## config.mk

```make
export PLATFORM = sky130hd
export DESIGN_NAME = scl_loader
export DESIGN_NICKNAME = d
export VERILOG_FILES = /design/src/scl_pkg.sv /design/src/scl_loader.sv
export VERILOG_INCLUDE_DIRS = /design/src /design/src/src
export SDC_FILE = /design/constraint.sdc
export NUM_CORES = 1
export LEC_CHECK = 0
export BUFFER_PORTS_ARGS = -buffer_cell sky130_fd_sc_hd__buf_2
export CAP_MARGIN = 20
export CORE_ASPECT_RATIO = 0.8
export CORE_UTILIZATION = 50
export DETAILED_ROUTE_END_ITERATION = 6
export GPL_ROUTABILITY_DRIVEN = 0
export PLACE_DENSITY = 0.77
export SETUP_SLACK_MARGIN = 0.5
export SYNTH_ARGS = -nofsm -noshare
export SYNTH_HDL_FRONTEND = slang
export SYNTH_SLANG_ARGS = --single-unit
```

## constraint.sdc

```tcl
create_clock -name i_sys_clk -period 2.9 [get_ports i_sys_clk]
set_input_delay 0.725 -clock i_sys_clk [delete_from_list [all_inputs] [get_ports i_sys_clk]]
set_output_delay 0.725 -clock i_sys_clk [all_outputs]
set_load 0.005 [all_outputs]
```

## src/scl_regs.svh

```systemverilog
// Address map and field positions for the switch port config word loader
`ifndef SCL_REGS_SVH
`define SCL_REGS_SVH

// ----------------------------------------------------------------------
// Store word addresses (byte addresses, words at even addresses)
// ----------------------------------------------------------------------
`define SCL_ADDR_SLOT_LO_P1 8'h92
`define SCL_ADDR_SLOT_HI_P1 8'ha2
`define SCL_ADDR_VCS_LO_P0 8'hb0
`define SCL_ADDR_VCS_HI_P0 8'hc0
`define SCL_ADDR_REPLAY_P0 8'hd0
`define SCL_ADDR_STEP 8'h02

// ----------------------------------------------------------------------
// Replay word fields
// ----------------------------------------------------------------------
`define SCL_RPL_CNT_MSB 11
`define SCL_RPL_EN_BIT 12
`define SCL_RPL_TS_MSB 14
`define SCL_RPL_TS_LSB 13

// ----------------------------------------------------------------------
// Reset values of loaded fields
// ----------------------------------------------------------------------
`define SCL_RST_WORD 16'h0000

`endif

```

## src/scl_pkg.sv

```systemverilog
// Types for the switch port config word loader
package scl_pkg;
    // Loader sequencing states
    typedef enum logic [1:0] {
        SCL_IDLE = 2'b00,
        SCL_REQ = 2'b01,
        SCL_WAIT = 2'b10,
        SCL_DONE = 2'b11
    } scl_state_t;
endpackage

```

## src/scl_loader.sv

```systemverilog
// Loader that copies store words into per-port configuration fields
`timescale 1ns/1ns
`include "scl_regs.svh"

// ----------------------------------------------------------------------
// Store handshake and load sequence
// ----------------------------------------------------------------------
// The loader fetches one word at a time from the configuration store.
// The address register is loaded on the same edge that raises the request,
// so the store never sees a request with a moving address.
// The request then stands, with its address, until the store answers
// with a one-cycle valid pulse; that edge writes the word into its field.
// A valid pulse while no request stands is ignored, so a stray or late
// answer cannot land in a field.
// Between two words the request drops for one cycle; a store that
// answers by level rather than by pulse cannot be taken twice.
// Words come in ascending store address order; the last one raises
// the done flag, and nothing more is asked for until the next reset.
// Port 0 has no slot capability words, so its slot fields stay clear.

module scl_loader
    import scl_pkg::*;
#(
    parameter int NPORT = 6
) (
    // Clock and reset
    input wire logic i_sys_clk,
    input wire logic i_rst,
    // Store read port
    output logic o_rd_req,
    output logic [7:0] o_rd_addr,
    input wire logic i_rd_valid,
    input wire logic [15:0] i_rd_data,
    // Loaded fields, one slice per port
    output logic [16*NPORT-1:0] o_slot_cap_lo,
    output logic [16*NPORT-1:0] o_slot_cap_hi,
    output logic [32*NPORT-1:0] o_port_vendor_ctrl_status_3,
    output logic [11:0] o_replay_cnt_p0,
    output logic [11:0] o_replay_cnt_p1,
    output logic [11:0] o_replay_cnt_p2,
    output logic [2:0] o_replay_user_en,
    output logic [5:0] o_rx_training_seq_count_ctl,
    // Load status
    output logic o_load_done
);

    // ------------------------------------------------------------------
    // Address list: slot lo (5), slot hi (5), vcs lo (6), vcs hi (6), replay (3)
    // ------------------------------------------------------------------
    localparam logic [4:0] NWORDS = 5'd25;

    // Maps a word sequence index to its store address
    function automatic logic [7:0] idx_to_addr(input logic [4:0] idx);
        logic [7:0] a;
        a = 8'h00;
        // Index within a group, doubled, gives the byte offset
        if (idx < 5'd5) begin
            // Slot capability low words, ports 1 to 5
            a = `SCL_ADDR_SLOT_LO_P1 + {idx[3:0], 1'b0};
        end else if (idx < 5'd10) begin
            // Slot capability high words, ports 1 to 5
            a = `SCL_ADDR_SLOT_HI_P1 + {idx - 5'd5, 1'b0};
        end else if (idx < 5'd16) begin
            // Vendor CSR low halves, ports 0 to 5
            a = `SCL_ADDR_VCS_LO_P0 + {idx - 5'd10, 1'b0};
        end else if (idx < 5'd22) begin
            // Vendor CSR high halves, ports 0 to 5
            a = `SCL_ADDR_VCS_HI_P0 + {idx - 5'd16, 1'b0};
        end else begin
            // Replay words, ports 0 to 2
            a = `SCL_ADDR_REPLAY_P0 + {idx - 5'd22, 1'b0};
        end
        return a;
    endfunction

    scl_state_t state; // Sequencer state
    logic [4:0] idx; // Current word index
    logic [7:0] cap_addr; // Address of the word in flight

    // ------------------------------------------------------------------
    // Sequencer
    // ------------------------------------------------------------------
    // Load runs once after reset
    always_ff @(posedge i_sys_clk) begin
        if (i_rst) begin
            state <= SCL_IDLE;
            idx <= 5'd0;
            o_rd_addr <= 8'h00;
        end else begin
            unique case (state)
                SCL_IDLE: begin
                    // One quiet cycle after reset
                    state <= SCL_REQ;
                end
                SCL_REQ: begin
                    // Address loads on the same edge that raises the request
                    o_rd_addr <= idx_to_addr(idx);
                    state <= SCL_WAIT;
                end
                SCL_WAIT: begin
                    // Word arrives, advance or finish
                    if (i_rd_valid) begin
                        if (idx == NWORDS - 5'd1) begin
                            // Last word taken, park
                            state <= SCL_DONE;
                        end else begin
                            // Next word of the list
                            idx <= idx + 5'd1;
                            state <= SCL_REQ;
                        end
                    end
                end
                SCL_DONE: begin
                    // Parked until the next reset
                    state <= SCL_DONE;
                end
            endcase
        end
    end

    // Request held while waiting for the word
    assign o_rd_req = (state == SCL_WAIT);
    // Address of the word being taken; the register only moves in the
    // request state, so it still names the word at the accept edge
    assign cap_addr = o_rd_addr;

    // Done flag gates port config responses
    // Done rises on the same edge that writes the last word
    always_ff @(posedge i_sys_clk) begin
        if (i_rst) begin
            o_load_done <= 1'b0;
        end else if (state == SCL_WAIT && i_rd_valid && idx == NWORDS - 5'd1) begin
            o_load_done <= 1'b1;
        end
    end

    // ------------------------------------------------------------------
    // Per-port word capture
    // ------------------------------------------------------------------
    logic take; // A word is being accepted
    assign take = (state == SCL_WAIT) && i_rd_valid;

    // Each port decodes its own addresses; a word matches one field at most
    genvar p;
    generate
        for (p = 0; p < NPORT; p++) begin : g_port
            // Reset clears every half; a taken word lands where it matches
            always_ff @(posedge i_sys_clk) begin
                if (i_rst) begin
                    o_slot_cap_lo[16*p +: 16] <= `SCL_RST_WORD;
                    o_slot_cap_hi[16*p +: 16] <= `SCL_RST_WORD;
                    o_port_vendor_ctrl_status_3[32*p +: 32] <= {2{`SCL_RST_WORD}};
                end else if (take) begin
                    if (p >= 1 && cap_addr == `SCL_ADDR_SLOT_LO_P1 + 8'(2*(p-1))) begin
                        o_slot_cap_lo[16*p +: 16] <= i_rd_data;
                    end
                    if (p >= 1 && cap_addr == `SCL_ADDR_SLOT_HI_P1 + 8'(2*(p-1))) begin
                        o_slot_cap_hi[16*p +: 16] <= i_rd_data;
                    end
                    if (cap_addr == `SCL_ADDR_VCS_LO_P0 + 8'(2*p)) begin
                        o_port_vendor_ctrl_status_3[32*p +: 16] <= i_rd_data;
                    end
                    if (cap_addr == `SCL_ADDR_VCS_HI_P0 + 8'(2*p)) begin
                        o_port_vendor_ctrl_status_3[32*p+16 +: 16] <= i_rd_data;
                    end
                end
            end
        end
    endgenerate

    // ------------------------------------------------------------------
    // Replay words, ports 0 to 2
    // ------------------------------------------------------------------
    always_ff @(posedge i_sys_clk) begin
        if (i_rst) begin
            o_replay_cnt_p0 <= 12'h000;
            o_replay_cnt_p1 <= 12'h000;
            o_replay_cnt_p2 <= 12'h000;
            o_replay_user_en <= 3'h0;
            o_rx_training_seq_count_ctl <= 6'h00;
        end else if (take) begin
            if (cap_addr == `SCL_ADDR_REPLAY_P0) begin
                o_replay_cnt_p0 <= i_rd_data[`SCL_RPL_CNT_MSB:0];
                o_replay_user_en[0] <= i_rd_data[`SCL_RPL_EN_BIT];
                o_rx_training_seq_count_ctl[1:0] <=
                    i_rd_data[`SCL_RPL_TS_MSB:`SCL_RPL_TS_LSB];
            end
            if (cap_addr == `SCL_ADDR_REPLAY_P0 + `SCL_ADDR_STEP) begin
                o_replay_cnt_p1 <= i_rd_data[`SCL_RPL_CNT_MSB:0];
                o_replay_user_en[1] <= i_rd_data[`SCL_RPL_EN_BIT];
                o_rx_training_seq_count_ctl[3:2] <=
                    i_rd_data[`SCL_RPL_TS_MSB:`SCL_RPL_TS_LSB];
            end
            if (cap_addr == `SCL_ADDR_REPLAY_P0 + 8'h04) begin
                o_replay_cnt_p2 <= i_rd_data[`SCL_RPL_CNT_MSB:0];
                o_replay_user_en[2] <= i_rd_data[`SCL_RPL_EN_BIT];
                o_rx_training_seq_count_ctl[5:4] <=
                    i_rd_data[`SCL_RPL_TS_MSB:`SCL_RPL_TS_LSB];
            end
        end
    end

    // ------------------------------------------------------------------
    // Limitations
    // ------------------------------------------------------------------
    // Replay words of ports 3 to 5 and the other store words are not
    // fetched here; their fields keep their reset values.
    // A store that never answers holds the loader in the wait state and
    // the done flag low, which keeps the ports from answering.
    // The store sees no reset; an answer still in flight when reset falls
    // is ignored, since no request stands in the idle and request states.

endmodule

```

==> summary.txt <==
#FFs+latches synth = 412
worst skew pair latency = 540 ps
Layout area overhead = 21.50%
WHS Path Cells = 2
status = completed
Setup Skew = 9.485 ps
Tcrit/Tclk final = 0.7682
RSZ-0062 raised after global routing = no
Rows = 58
post-route setup TNS = 0 ps
sequential element share of the synthesized area = 0.5116
Reg2Reg Capture Point = o_replay_cnt_p2[2]$_SDFFE_PP0P_
post-DP HPWL = 30.65 mm
drt initial violations = 944
first-pass GRT wire length = 71.21 mm
drt total wl = 48.02 mm
Mapped Area = 16120 µm²
Layout Nets = 1993
Setup Fix Bufs, Post-CTS = 0
Hold Path Origin = o_replay_cnt_p0[7]$_SDFFE_PP0P_
max_slew headroom = 0.3475
worst r2r path cells = 5
clk slew on worst S/H paths = 60 ps
Slew @ Worst Pin = 978.7 ps
clock buffer depth = 3
wire length per cell = 19.89 µm
Pwr Density = 581.2 nW/µm²
FMAX = 448.9 MHz
Lkg Pwr = 8.477 nW
Fill cells = 2576
total CTS buffers = 41
share of cells above drive strength 1 = 0.2828
final cell count without fillers = 2414
final worst path period need = 2228 ps
critical-path maximum fanout = 15
TritonCTS Sinks = 412
initial antenna violation count = 0
most common cell after layout, fill and taps aside = buf_2
final setup violating endpoints = 0
GRT Total Usage = 0.2802
WHS = 445.9 ps
Post-Synthesis Cells = 1605
critical path endpoint category = flop
I/O pins = 458
required time of the critical path = 3320 ps
Area after DPL = 18240 µm²
reg-to-reg slack, setup = 670 ps
Vias/cell = 5.310
commonest cells after routing, fill and taps aside = buf_2, dfxtp_1, nor2_1
# DRC = 0
Die Area = 32970 µm²
Max VDD drop = 0.4237 mV
clock root buffer = clkbuf_16
CTS tree = yes
final hold viol count = 0
Initial Utilization = 0.5107
Hold WC Path Type = flop to flop
vias in the first global route = 11920
Min-Delay Endpoint = o_replay_cnt_p0[7]$_SDFFE_PP0P_
Die Y = 162.6 µm
syn_area_per_cell = 10.05 µm²
EDFF count, synth = 0
RR Startpoint = o_rd_addr[4]$_SDFFE_PP0N_
core box area = 31570 µm²
Slew Limit Fails = 0
kind of start point of the critical path = flop
fin area = 19590 µm²
via count = 12820
number of port buffers = 424
Worst Path Arrival = 2640 ps
Crit Path Class = flop to flop
Final ANT Viol Nets = 0
Yosys warning count = 0
First-pass DRT Iterations = 5
Most used DFF post-synth = dfxtp_1
H-tree depth = 2
Antenna Cells = 0
cell count after placement = 2343
Max Cap Viol = 0
Distinct cells, synth = 58
largest net degree at the start of global routing = 79
Async SR Flop Fraction = 0
Chip Width = 202.8 µm
grt total ovfl = 0
## final cells by class
| class | instances | area (µm²) | area share |
|---|---|---|---|
| Tap cell | 420 | 525.5 | 0.02683 |
| Clock inverter | 12 | 92.59 | 0.004727 |
| Inverter | 7 | 26.28 | 0.001341 |
| Multi-Input combinational cell | 1037 | 6892 | 0.3518 |
| Sequential cell | 412 | 8252 | 0.4212 |
| Clock buffer | 59 | 1246 | 0.06362 |
| Timing Repair Buffer | 467 | 2555 | 0.1304 |
## metrics by stage
| step | util | setup WS [ps] | power [W] |
|---|---|---|---|
| after global routing | 0.6205 | 554.4 | 0.01174 |
| after floorplan | - | 643.1 | 0.006149 |
| final | 0.6205 | 672.1 | 0.01139 |
| after global placement | 0.5778 | 452.2 | 0.006250 |
| after detailed placement | 0.5778 | 366.6 | 0.006257 |
| after CTS | 0.6203 | 542.0 | 0.01146 |
## critical path: stages, from the launching register on
cell	delay [ps]
dfxtp_1	650
nand4bb_1	400
nor4_4	540
buf_12	230
mux2i_1	220
nor2_1	60
## what timing repair did
item | CTS | global route
setup endpoints to repair | 1 | 17
hold buffers | 0 | 0
resized for setup | 1 | 3
gates cloned | 0 | 0
## flip-flops by register name, summed over array words and instances (netlist names)
name	count
idx	5
o_load_done	1
o_port_vendor_ctrl_status_3	192
o_rd_addr	7
o_replay_cnt_p0	12
o_replay_cnt_p1	12
o_replay_cnt_p2	12
o_replay_user_en	3
o_rx_training_seq_count_ctl	6
o_slot_cap_hi	80
o_slot_cap_lo	80
state	2
## cells in the mapped netlist, types with 3 or more instances
| master | number | share of area |
|---|---|---|
| buf_2 | 28 | 0.0087 |
| nand2_1 | 132 | 0.031 |
| nand4bb_1 | 4 | 0.0028 |
| mux2i_1 | 335 | 0.21 |
| and2_1 | 3 | 0.0012 |
| xnor2_1 | 8 | 0.0043 |
| a21oi_1 | 72 | 0.022 |
| nor2_1 | 347 | 0.081 |
| ha_1 | 8 | 0.0062 |
| nand4_1 | 3 | 0.0012 |
| clkbuf_2 | 5 | 0.0016 |
| clkbuf_1 | 68 | 0.016 |
| nand4b_1 | 5 | 0.0027 |
| inv_1 | 6 | 0.0014 |
| or4_1 | 5 | 0.0023 |
| nor2b_1 | 5 | 0.0019 |
| buf_4 | 60 | 0.028 |
| a211oi_1 | 5 | 0.0023 |
| nor4_4 | 18 | 0.024 |
| o21ai_0 | 7 | 0.0022 |
| buf_6 | 17 | 0.012 |
| dfxtp_1 | 412 | 0.51 |
| nand2b_1 | 6 | 0.0023 |
## routing by layer
layer	wire length [µm]	vias to the layer above	share of wire	GRT usage
li1	-	5975	-	-
met1	20480	6164	0.43	0.3632
met2	21770	569	0.45	0.4466
met3	4119	111	0.086	0.07463
met4	1649	0	0.034	0.1066
met5	0	-	0	0
## how the worst max path moves through the flow
stage | from | cells after the start | slack, ps | to
final | o_rd_addr[4]$_SDFFE_PP0N_ | 5 | 670 | o_replay_cnt_p2[2]$_SDFFE_PP0P_
after detailed placement | i_rd_valid | 7 | 370 | o_port_vendor_ctrl_status_3[119]$_SDFFE_PP0P_
after global placement | i_rd_valid | 7 | 450 | o_port_vendor_ctrl_status_3[112]$_SDFFE_PP0P_
after CTS | o_rd_addr[4]$_SDFFE_PP0N_ | 4 | 540 | o_port_vendor_ctrl_status_3[29]$_SDFFE_PP0P_
after global routing | o_rd_addr[4]$_SDFFE_PP0N_ | 5 | 550 | o_port_vendor_ctrl_status_3[115]$_SDFFE_PP0P_
after floorplan | i_rd_valid | 6 | 640 | o_slot_cap_hi[69]$_SDFFE_PP0P_
## kinds of logic after synthesis
logic type      count (synthesis)  synth area share
flops                         412            0.5116
xor+xnor                       10          0.005433
compound gates                102           0.03616
other cells                     1         0.0002326
simple gates                  549            0.1632
buf+inv                       188           0.06922
fa+ha+maj                       8          0.006209
mux                           335            0.2080
## power by group
part | total, W | internal [W] | switching [W]
clock | 0.00524 | 0.00307 | 0.00217
combinational | 0.000441 | 0.0000901 | 0.000351
sequential | 0.00570 | 0.00567 | 0.0000293
No activity file was read; power rests on OpenSTA's default activity.
